[src/sdp_pkg.sv]
// Package with register map, field layout and timing constants of the divider control block.
package sdp_pkg;

   // ---------------------------------------------------------------
   // Register map
   // ---------------------------------------------------------------
   localparam logic [2:0] ADDR_OFFSET_LOW   = 3'h0;
   localparam logic [2:0] ADDR_OFFSET_HIGH  = 3'h1;
   localparam logic [2:0] ADDR_PULL_RANGE   = 3'h2;
   localparam logic [2:0] ADDR_FB_INT_FRAC  = 3'h3;
   localparam logic [2:0] ADDR_FB_FRAC_LOW  = 3'h4;
   localparam logic [2:0] ADDR_FWD_DRIVE    = 3'h5;
   localparam logic [2:0] ADDR_DRIVE_MISC   = 3'h6;

   // ---------------------------------------------------------------
   // Field layout and masks
   // ---------------------------------------------------------------
   localparam int          FB_INT_W      = 5;
   localparam int          FB_FRAC_W     = 27;
   localparam int          FB_W          = 32;
   localparam int          FWD_W         = 13;
   localparam int          DRIVE_W       = 6;
   localparam int          OFFSET_W      = 26;
   localparam int          OFFSET_HIGH_W = 10;
   localparam int          RANGE_W       = 4;
   localparam int          OE_BIT        = 10;
   localparam logic [4:0]  FB_INT_MASK   = 5'h0E;
   localparam logic [12:0] FWD_MASK      = 13'h001B;
   localparam logic [15:0] REG_RESET     = 16'h0000;

   // Factory defaults, arbitrary plain values.
   localparam logic [3:0]  FACTORY_RANGE = 4'h0;

   // Full positive half of the offset word.
   localparam logic signed [25:0] OFFSET_FULL_POS = 26'h1FFFFFF;

   // ---------------------------------------------------------------
   // Timing
   // ---------------------------------------------------------------
   localparam int CLK_PERIOD_PS      = 4000;
   localparam int DISABLE_TIME_PS    = 2300000;
   localparam int SETTLE_TIME_PS     = 421000000;
   localparam int DISABLE_CYCLES     = DISABLE_TIME_PS / CLK_PERIOD_PS;
   localparam int SETTLE_CYCLES      = SETTLE_TIME_PS / CLK_PERIOD_PS;

   // ---------------------------------------------------------------
   // Carriers
   // ---------------------------------------------------------------
   typedef struct packed {
      logic        wr;
      logic        rd;
      logic [2:0]  addr;
      logic [15:0] wdata;
   } sdp_req_t;

   typedef struct packed {
      logic [FB_W-1:0]   feedback;
      logic [FWD_W-1:0]  forward;
      logic [DRIVE_W-1:0] drive;
   } sdp_synth_t;

   typedef enum logic [1:0] {
      ST_RUN    = 2'b00,
      ST_OFF    = 2'b01,
      ST_RELOCK = 2'b10
   } sdp_state_t;

endpackage

[src/sdp_ctrl.sv]
// Divider, drive and digital pull control registers with relock sequencing.
//
// Notes on behaviour
// - Feedback word: 5 integer, 27 fraction bits.
// - Integer part stored XORed with 01110b.
// - Forward divider 13 bits XORed with 0000000011011b.
// - feedback_int_frac_high holds integer, high fraction; feedback_frac_low low.
// - forward_div_drive_high forward divider, drive high; 0x06 low.
// - After forward_div_drive_high write, output off until locked; code also turns it back on SETTLE_CNT cycles after the write without lock.
// - Settling completes within 421 microseconds.
// - Pull shifts up to 3200 ppm, fine resolution.
// - Power-up uses factory frequency and pull range.
// - Offset limited to selected pull range.
// - Sixteen selectable pull ranges in a field.
// - Offset is 26-bit two's complement value.
// - Offset resets to zero, nominal frequency.
// - Offset low in 0x00, high in 0x01[9:0].
// - Low word held; high word starts change.
// - Pull range held in 0x02 bits 3:0.
// - Offset scales linearly; full word is range.
`timescale 1ns/10ps
module sdp_ctrl
   import sdp_pkg::*;
#(
   parameter int SETTLE_CNT = sdp_pkg::SETTLE_CYCLES
) (
   // Clock and reset
   input  wire logic                         core_clk_i,
   input  wire logic                         rst_i,
   // Register port from the serial slave
   input  wire sdp_pkg::sdp_req_t            req_i,
   output logic [15:0]                       rdata_o,
   output logic                              rvalid_o,
   // PLL side
   input  wire logic                         pll_lock_i,
   output sdp_pkg::sdp_synth_t               synth_o,
   output logic                              synth_load_o,
   // Digital pull
   output logic signed [25:0]                pull_offset_o,
   output logic [3:0]                        pull_range_o,
   output logic                              pull_update_o,
   // Output driver
   output logic                              clk_out_en_o,
   output logic                              soft_oe_o,
   output logic                              busy_o
);
   import sdp_pkg::*;

   // ---------------------------------------------------------------
   // Helpers
   // ---------------------------------------------------------------
   function automatic logic [15:0] zext_range(input logic [3:0] v);
      return {12'h000, v};
   endfunction

   // Strips the storage masks off the divider fields so the PLL sees the true N, M and drive.
   function automatic sdp_synth_t decode_synth(input logic [15:0] fb_hi,
                                               input logic [15:0] fb_lo,
                                               input logic [15:0] fwd,
                                               input logic [15:0] misc);
      sdp_synth_t s;
      s.feedback = {fb_hi[15:11] ^ FB_INT_MASK, fb_hi[10:0], fb_lo};
      s.forward  = fwd[15:3] ^ FWD_MASK;
      s.drive    = {fwd[2:0], misc[2:0]};
      return s;
   endfunction

   // ---------------------------------------------------------------
   // Register file
   // ---------------------------------------------------------------
   logic [15:0] offset_low, next_offset_low;
   logic [15:0] offset_high, next_offset_high;
   logic [15:0] range_reg, next_range_reg;
   logic [15:0] fb_high, next_fb_high;
   logic [15:0] fb_low, next_fb_low;
   logic [15:0] fwd_drive, next_fwd_drive;
   logic [15:0] drive_misc, next_drive_misc;
   logic [25:0] active_offset, next_active_offset;
   logic        pull_update, next_pull_update;
   logic        synth_load, next_synth_load;
   logic        lock_s1, lock_s2;
   logic        wr_fwd;

   assign wr_fwd = req_i.wr && (req_i.addr == ADDR_FWD_DRIVE);

   always_comb begin
      next_offset_low    = offset_low;
      next_offset_high   = offset_high;
      next_range_reg     = range_reg;
      next_fb_high       = fb_high;
      next_fb_low        = fb_low;
      next_fwd_drive     = fwd_drive;
      next_drive_misc    = drive_misc;
      next_active_offset = active_offset;
      next_pull_update   = 1'b0;
      next_synth_load    = 1'b0;
      if (req_i.wr) begin
         case (req_i.addr)
            ADDR_OFFSET_LOW: begin
               next_offset_low = req_i.wdata;
            end
            ADDR_OFFSET_HIGH: begin
               next_offset_high   = req_i.wdata;
               // The pair is committed only here so a half-written word never reaches the PLL.
               next_active_offset = {req_i.wdata[OFFSET_HIGH_W-1:0], offset_low};
               next_pull_update   = 1'b1;
            end
            ADDR_PULL_RANGE: begin
               next_range_reg = zext_range(req_i.wdata[RANGE_W-1:0]);
            end
            ADDR_FB_INT_FRAC: begin
               next_fb_high = req_i.wdata;
            end
            ADDR_FB_FRAC_LOW: begin
               next_fb_low = req_i.wdata;
            end
            ADDR_FWD_DRIVE: begin
               next_fwd_drive  = req_i.wdata;
               next_synth_load = 1'b1;
            end
            ADDR_DRIVE_MISC: begin
               next_drive_misc = req_i.wdata;
            end
            default: begin
               next_pull_update = 1'b0;
            end
         endcase
      end
   end

   always_ff @(posedge core_clk_i or posedge rst_i) begin
      if (rst_i) begin
         offset_low    <= REG_RESET;
         offset_high   <= REG_RESET;
         range_reg     <= {12'h000, FACTORY_RANGE};
         fb_high       <= REG_RESET;
         fb_low        <= REG_RESET;
         fwd_drive     <= REG_RESET;
         drive_misc    <= REG_RESET;
         active_offset <= 26'h0000000;
         pull_update   <= 1'b0;
         synth_load    <= 1'b0;
      end else begin
         offset_low    <= next_offset_low;
         offset_high   <= next_offset_high;
         range_reg     <= next_range_reg;
         fb_high       <= next_fb_high;
         fb_low        <= next_fb_low;
         fwd_drive     <= next_fwd_drive;
         drive_misc    <= next_drive_misc;
         active_offset <= next_active_offset;
         pull_update   <= next_pull_update;
         synth_load    <= next_synth_load;
      end
   end

   // ---------------------------------------------------------------
   // Read port
   // ---------------------------------------------------------------
   logic [15:0] rdata, next_rdata;
   logic        rvalid, next_rvalid;

   always_comb begin
      next_rvalid = req_i.rd;
      case (req_i.addr)
         ADDR_OFFSET_LOW:  next_rdata = offset_low;
         ADDR_OFFSET_HIGH: next_rdata = offset_high;
         ADDR_PULL_RANGE:  next_rdata = range_reg;
         ADDR_FB_INT_FRAC: next_rdata = fb_high;
         ADDR_FB_FRAC_LOW: next_rdata = fb_low;
         ADDR_FWD_DRIVE:   next_rdata = fwd_drive;
         ADDR_DRIVE_MISC:  next_rdata = drive_misc;
         default:          next_rdata = 16'h0000;
      endcase
      if (!req_i.rd) begin
         next_rdata = rdata;
      end
   end

   always_ff @(posedge core_clk_i or posedge rst_i) begin
      if (rst_i) begin
         rdata  <= 16'h0000;
         rvalid <= 1'b0;
      end else begin
         rdata  <= next_rdata;
         rvalid <= next_rvalid;
      end
   end

   // ---------------------------------------------------------------
   // Decoding of the divider words
   // ---------------------------------------------------------------
   sdp_synth_t synth, next_synth;

   // An all-zero register file decodes to the default dividers.
   localparam sdp_synth_t SYNTH_RESET = decode_synth(REG_RESET, REG_RESET, REG_RESET, REG_RESET);

   // Decoding from the next values keeps the PLL word in step with the register write
   // while still launching it from a flip-flop.
   always_comb begin
      next_synth = decode_synth(next_fb_high, next_fb_low, next_fwd_drive, next_drive_misc);
   end

   always_ff @(posedge core_clk_i or posedge rst_i) begin
      if (rst_i) begin
         synth <= SYNTH_RESET;
      end else begin
         synth <= next_synth;
      end
   end

   // ---------------------------------------------------------------
   // Relock sequencing
   // ---------------------------------------------------------------
   // Lock comes from the analog PLL, so it is synchronised first.
   always_ff @(posedge core_clk_i or posedge rst_i) begin
      if (rst_i) begin
         lock_s1 <= 1'b0;
         lock_s2 <= 1'b0;
      end else begin
         lock_s1 <= pll_lock_i;
         lock_s2 <= lock_s1;
      end
   end

   sdp_state_t  state, next_state;
   logic [31:0] tmr, next_tmr;
   logic        out_en, next_out_en;

   always_comb begin
      next_state  = state;
      next_tmr    = tmr;
      next_out_en = out_en;
      case (state)
         ST_RUN: begin
            if (wr_fwd) begin
               next_out_en = 1'b0;
               next_tmr    = 32'h0;
               next_state  = ST_OFF;
            end
         end
         ST_OFF: begin
            // Lock from before the load is stale; give the PLL the disable window to drop it.
            next_tmr = tmr + 32'h1;
            if (tmr >= 32'(DISABLE_CYCLES - 1)) begin
               next_state = ST_RELOCK;
            end
         end
         ST_RELOCK: begin
            next_tmr = tmr + 32'h1;
            // The settle bound forces the output back on even if lock never reports.
            if (lock_s2 || (tmr >= 32'(SETTLE_CNT - 1))) begin
               next_out_en = 1'b1;
               next_state  = ST_RUN;
            end
         end
         default: begin
            next_state  = ST_RUN;
            next_out_en = 1'b1;
         end
      endcase
      if (wr_fwd && (state != ST_RUN)) begin
         // A restart must win over a lock seen in the same cycle, or the output would
         // run while the PLL retunes.
         next_out_en = 1'b0;
         next_tmr    = 32'h0;
         next_state  = ST_OFF;
      end
   end

   always_ff @(posedge core_clk_i or posedge rst_i) begin
      if (rst_i) begin
         state  <= ST_RUN;
         tmr    <= 32'h0;
         out_en <= 1'b1;
      end else begin
         state  <= next_state;
         tmr    <= next_tmr;
         out_en <= next_out_en;
      end
   end

   // ---------------------------------------------------------------
   // Outputs
   // ---------------------------------------------------------------
   // The offset word spans the full range linearly; the PLL scales by pull_range_o,
   // and a 26-bit signed word can never exceed the selected range.
   assign pull_offset_o = signed'(active_offset);
   assign pull_range_o  = range_reg[RANGE_W-1:0];
   assign pull_update_o = pull_update;
   assign synth_o       = synth;
   assign synth_load_o  = synth_load;
   assign clk_out_en_o  = out_en;
   assign soft_oe_o     = offset_high[OE_BIT];
   assign busy_o        = (state != ST_RUN);
   assign rdata_o       = rdata;
   assign rvalid_o      = rvalid;

endmodule

[config.mk]
export PLATFORM = sky130hd
export DESIGN_NAME = sdp_ctrl
export DESIGN_NICKNAME = d
export VERILOG_FILES = /design/src/sdp_pkg.sv /design/src/sdp_ctrl.sv
export SDC_FILE = /design/constraint.sdc
export NUM_CORES = 1
export LEC_CHECK = 0
export ABC_AREA = 1
export BUFFER_PORTS_ARGS = -buffer_cell sky130_fd_sc_hd__buf_2
export CAP_MARGIN = 20
export CELL_PAD_IN_SITES_DETAIL_PLACEMENT = 0
export CELL_PAD_IN_SITES_GLOBAL_PLACEMENT = 1
export CORE_MARGIN = 4
export CORE_UTILIZATION = 46
export CTS_CLUSTER_DIAMETER = 80
export CTS_CLUSTER_SIZE = 10
export DETAILED_ROUTE_END_ITERATION = 6
export PLACE_DENSITY_LB_ADDON = 0.1
export SLEW_MARGIN = 25
export SYNTH_ARGS = -nofsm -noshare
export SYNTH_HDL_FRONTEND = slang
export SYNTH_SLANG_ARGS = --single-unit
[constraint.sdc]
create_clock -name core_clk_i -period 9.65 [get_ports core_clk_i]
set_clock_uncertainty 0.2 [all_clocks]
set_input_delay 1.4475 -clock core_clk_i [delete_from_list [all_inputs] [get_ports core_clk_i]]
set_output_delay 1.4475 -clock core_clk_i [all_outputs]
set_load 0.005 [all_outputs]
Word-level counts from Yosys, hierarchy flattened
Cells that the tools add are included.

Add/sub/neg operators: 1. $lt $le $gt $ge: 2. Eq/ne operators: 12. Mux-type cells: 25. Bitwise logic cells: 2. Reduce and logical (&&, ||, !) cells: 15.

Operators by type and width (count): $pmux W16 S7 (1); $mux W16 (6); $mux W32 (2); $pmux W32 S2 (1); $add A32 B1 Y32 const B (1); $ge A32 B10 Y1 const B (1); $ge A32 B17 Y1 const B (1); $reduce_and A2 Y1 (5); $eq A3 B3 Y1 const B (3); $ne A3 B3 Y1 const B (3); $mux W2 (4); $mux W1 (7); $eq A3 B2 Y1 const B (2); $mux W3 (2); $pmux W2 S3 (1); $reduce_and A3 Y1 (2); $not A4 Y4 (1); $eq A3 B1 Y1 const B (1); $logic_not A3 Y1 (1); $not A3 Y3 (1); $pmux W1 S3 (1); $reduce_bool A3 Y1 (1); $eq A2 B1 Y1 const B (1); $eq A2 B2 Y1 const B (1); 6 further kinds (7).

Bits in registers: 233. Bits of input ports: 24. Word-level logic and storage cells: 78.

Longest topological paths before layout
Word-level depth: 5. Gate-level depth with buffers: 14.

Worst setup path after synthesis
OpenSTA, ideal clock, no wires.

Kind: input to register. Start: in req_i[16] (netlist bit). End: reg tmr[21]. Library setup time: 118 ps. Data arrival time: 2472 ps. Slack: 6860 ps. Stages on the path: 13. Cell sequence: inv_1 nor2_2 nand3_2 buf_6 nand2_8 nand2_4 nand2_4 buf_12 nand2_4 buf_6 nand2_1 o21bai_1 nor2_1.

Longest elaborated chain between the ends: 5.

RTL lines: start, declared (line sdp_ctrl.sv:31) `input wire sdp_pkg::sdp_req_t req_i,`; $eq A3 B3 Y1 (*) (line sdp_ctrl.sv:84) `assign wr_fwd = req_i.wr && (req_i.addr == ADDR_FWD_DRIVE);`; $logic_and A1 B1 Y1 (*) (line sdp_ctrl.sv:84); $logic_and A1 B1 Y1 (line sdp_ctrl.sv:262) `if (wr_fwd && (state != ST_RUN)) begin`; $ne A3 B3 Y1 (no line) or $reduce_bool A3 Y1 (tied branches); $reduce_and A2 Y1 (no line); end signal, assigned (line sdp_ctrl.sv:278) `tmr <= next_tmr;`; end, declared (line sdp_ctrl.sv:227) `logic [31:0] tmr, next_tmr;`.

Every way passes the cells marked *; elsewhere a longest branch is shown, timed or not. A chain may end at the register's enable or synchronous reset.

Worst setup path in the final report
Start: in req_i[16] (netlist bit). End: reg tmr[9].

Same word-level chain as after synthesis.

==> results.md <==
Run status:
- The run finished with clean final reports.

Finish:
- The fraction of layout cells with a size suffix above 1 is 15.9%.
- The flip-flop count of the largest register after layout is 48.
- The final instance count without filler cells is 1423.
- The antenna diode instance count is 0.
- In the layout the commonest cells are sky130_fd_sc_hd__nand2_1, sky130_fd_sc_hd__dfrtp_1, sky130_fd_sc_hd__o21ai_0.
- The most common cell after layout, fill and taps aside is sky130_fd_sc_hd__nand2_1.
- For this run, the post-layout net count is roughly 1200.
- The area growth from synthesis to layout is 12.0%.

Pwr:
- The share of total power dissipated in sequential elements is between 40 and 50%.
- The worst-case IR drop observed on VDD is about 160 uV.
- The analysis attributes to cell leakage a power of roughly 5.0 nW.
- The net switching power is between 0.0007 and 0.0008 W.
- Of the total power, the share spent switching nets is between 30 and 40%.
- For this design the ratio of total power to cell area is roughly 220 nW/um^2.
- The combinational share of power is between 20% and 30%.
- The share of total power dissipated in the clock network is about a third.
- The internal power contribution is 0.00141 W.

Clock tree:
- The number of buffers inserted during clock tree synthesis is 17.
- Post-CTS timing repair inserted 0 buffers for setup.
- The TritonCTS clock tree is done.
- Gates resized during post-CTS repair numbered 0.
- Counting along the longest clock path gives a buffer depth of 2.
- The CTS sink count is approximately 180.
- The quantity of hold-fixing buffers added after cts is 0.
- The later pin in the worst-skew pair is clocked with a latency of between 0.4 and 0.5 ns.
- Clock-pin slew was measured on the worst setup and hold paths at about 0.07 ns.
- Clock tree synthesis selected as its root buffer the cell sky130_fd_sc_hd__clkbuf_16.
- The depth of the CTS H-tree is 4.

Floorplanning:
- The count of standard-cell rows is 50.
- The die footprint is approximately 21000 um^2.
- After floorplanning, the core was sized to cover roughly 19000 um^2.
- Measured along the x axis, the die boundary spans roughly 150 um.
- Measured along the y axis, the die boundary spans about 150 um.
- The starting utilization of the core area is a little under half.
- The total I/O pin count is between 100 and 150.

Placement:
- The placed cell count is between 1000 and 1500.
- The count of input and output buffers is ~130.
- Detailed placement ended at an HPWL of between 15 and 20 mm.
- The routability-driven placement congestion ratio is around 0.84.

Routing:
- The via total after detailed routing is 7299.
- The length of the first detailed-routing pass in iterations is 5.
- The final antenna-violating net count is 0.
- The number of vias per cell after detailed routing is 5.13.
- The detail-routed net length per standard cell is ~17 um.
- For this run, design rule violations remaining after detail routing come to 0.
- The final wirelength is ~25 mm.
- The violation count after the first detailed-route iteration is 535.

Global route:
- The initial antenna violation count is 0.
- The aggregate global-route resource usage is between 20% and 30%.
- The via count of the first global-routing pass is 6814.
- The maximum number of pins on one net before global-route repair is approximately 110.
- The global-route wire length before repair is 39.4 mm.
- Global routing finished with a remaining overflow of 0.

Synthesis:
- The count of flip-flops with a built-in enable after synthesis is 0.
- The number of instances in the synthesized netlist is around 1100.
- The number of warnings reported in the yosys synthesis log is 0.
- The synthesized area divided by synthesized cell count is 7.90 um^2.
- The prevailing post-synth register cell is sky130_fd_sc_hd__dfrtp_1.
- In this run the cell area of the synthesized design comes to slightly below 9000 um^2.
- In the synthesized netlist the async set-or-reset flop fraction comes to between 90% and 100%.
- For this run, the register share of the synthesized area comes to slightly above 50%.
- In this run, synthesis produced a sequential element count of around 180.
- The number of nets handed over by synthesis was 1135.
- Yosys mapped the design onto 35 distinct sky130hd cell types.

Worst setup path:
- STA puts the critical path data required time at around 10 ns.
- The buffer and inverter count on the worst path is 5.
- Among all stages on the critical path, the largest delay is contributed by sky130_fd_sc_hd__inv_1.
- Of all nets on the critical path, the largest fanout is 29.
- STA classifies the critical path startpoint as a primary input.
- The category of the critical setup timing path is primary input to register.
- The critical path arrival is between 3 and 4 ns.
- STA classifies the critical path endpoint as a register.
- The critical path's top delay family is simple AND/OR/NAND/NOR gates.
- The critical path goes through buf_2, inv_1, nor2_2, nand3_2, buf_4, inv_2, nand2_4, nand2_4, inv_1, nor3_1, nor3_2.
- The stage delay of the slowest cell on the critical path is 0.40 ns.

Timing:
- Counting I/O delays and the setup requirement, the final critical path takes 3.79 ns.
- The post-route fraction of the period consumed by the critical path is about two fifths.
- The count of final max-slew check failures is 0.
- Measured against its own limit, the worst slew margin works out to 36.0%.
- Setup repair after global routing left no endpoint under its margin.
- The number of endpoints with negative hold slack in the final report came to 0.
- The total negative slack is 0 ns.
- The pin slew with the least headroom to its limit is around 0.96 ns.
- The number of endpoints failing setup at the final stage is 0.
- Timing would allow up to 264 MHz.

Run:
- The number of max-capacitance violations reported is 0.

Min path:
- In this run the worst hold path is classified as register to register.
## cells in the mapped netlist (5+ instances only)
cell type / n / area, um^2
sky130_fd_sc_hd__nor2_2: 5 / 31.3
sky130_fd_sc_hd__clkbuf_1: 21 / 78.8
sky130_fd_sc_hd__dfstp_2: 8 / 210
sky130_fd_sc_hd__nor2_1: 80 / 300
sky130_fd_sc_hd__ha_1: 8 / 100
sky130_fd_sc_hd__dfrtp_1: 171 / 4280
sky130_fd_sc_hd__nand4_1: 30 / 188
sky130_fd_sc_hd__nand3_1: 35 / 175
sky130_fd_sc_hd__buf_2: 9 / 45.0
sky130_fd_sc_hd__buf_4: 38 / 285
sky130_fd_sc_hd__nor3_1: 8 / 40.0
sky130_fd_sc_hd__xor2_1: 5 / 43.8
sky130_fd_sc_hd__a21oi_1: 14 / 70.1
sky130_fd_sc_hd__nand2_1: 410 / 1540
sky130_fd_sc_hd__inv_1: 93 / 349
sky130_fd_sc_hd__o21ai_0: 135 / 676
## worst reg2reg max path, delay by kind of cell, from the launching register on
family                   cells  cell delay [ns]
buffers and inverters        3             0.83
flip-flops                   1             0.41
AO/OA/AOI/OAI                1             0.16
adder cells (fa/ha/maj)      1             0.30
AND/OR/NAND/NOR              4             0.61
## stage by stage
step                setup WS (ns)  instance area [um^2]  utilization, %  hold WS, ns  total power [W]
floorplan                    3.16                  8720               -        0.131          0.00133
global placement             5.52                  9180            49.2        0.141          0.00145
detailed placement           5.44                  9180            49.2        0.145          0.00146
CTS                          5.89                  9750            52.3        0.161          0.00214
global route                 5.60                  9760            52.4        0.161          0.00225
finish                       5.86                  9760            52.4        0.160          0.00212
## logic make-up (layout without fill, tap and decap cells)
| family | count (synthesis) | in the layout | share of synthesized area [%] |
|---|---|---|---|
| flops | 179 | 179 | 51.5 |
| simple gates | 583 | 583 | 27.9 |
| fa+ha+maj | 8 | 8 | 1.15 |
| buf+inv | 171 | 257 | 9.80 |
| compound gates | 157 | 157 | 9.16 |
| xor+xnor | 5 | 5 | 0.502 |
## routing by layer
layer | GRT usage (%) | up-vias | share of wire (%)
met2 | 31.7 | 258 | 40
met1 | 38.8 | 3421 | 52
met5 | 0 | - | 0
met4 | 5.13 | 0 | 1.0
li1 | - | 3602 | -
met3 | 4.42 | 18 | 7.3
## power groups by stage
stage / Combinational, W / Clock [W] / Sequential (W)
detailed placement: 0.000471 / 0 / 0.000987
finish: 0.000467 / 0.000682 / 0.000976
global route: 0.000534 / 0.000726 / 0.000992
CTS: 0.000473 / 0.000696 / 0.000975
floorplan: 0.000369 / 0 / 0.000965
global placement: 0.000464 / 0 / 0.000987
## final timing paths
kind / to / slack [ns] / cells after the start / from
max in group asynchronous: synth_o[21]$_DFFE_PP0P_ / 7.15 / 3 / rst_i
min in group asynchronous: pull_offset_o[15]$_DFFE_PP0P_ / 0.93 / 2 / rst_i
setup / recovery: tmr[9]$_DFFE_PP0P_ / 5.86 / 11 / req_i[16]
setup reg to reg: tmr[5]$_DFFE_PP0P_ / 7.04 / 9 / state[1]$_DFFE_PP0P_
hold / removal: lock_s2$_DFF_PP0_ / 0.16 / 0 / lock_s1$_DFF_PP0_
hold reg to reg: lock_s2$_DFF_PP0_ / 0.16 / 0 / lock_s1$_DFF_PP0_
## area by class of cell
cell class / instances / area (um^2)
Tap cell: 234 / 293
Clock buffer: 19 / 433
Multi-Input combinational cell: 753 / 3380
Fill cell: 1848 / 8880
Clock inverter: 13 / 145
Inverter: 96 / 368
Timing Repair Buffer: 129 / 657
Sequential cell: 179 / 4490
Power figures use the tool's default switching activity.
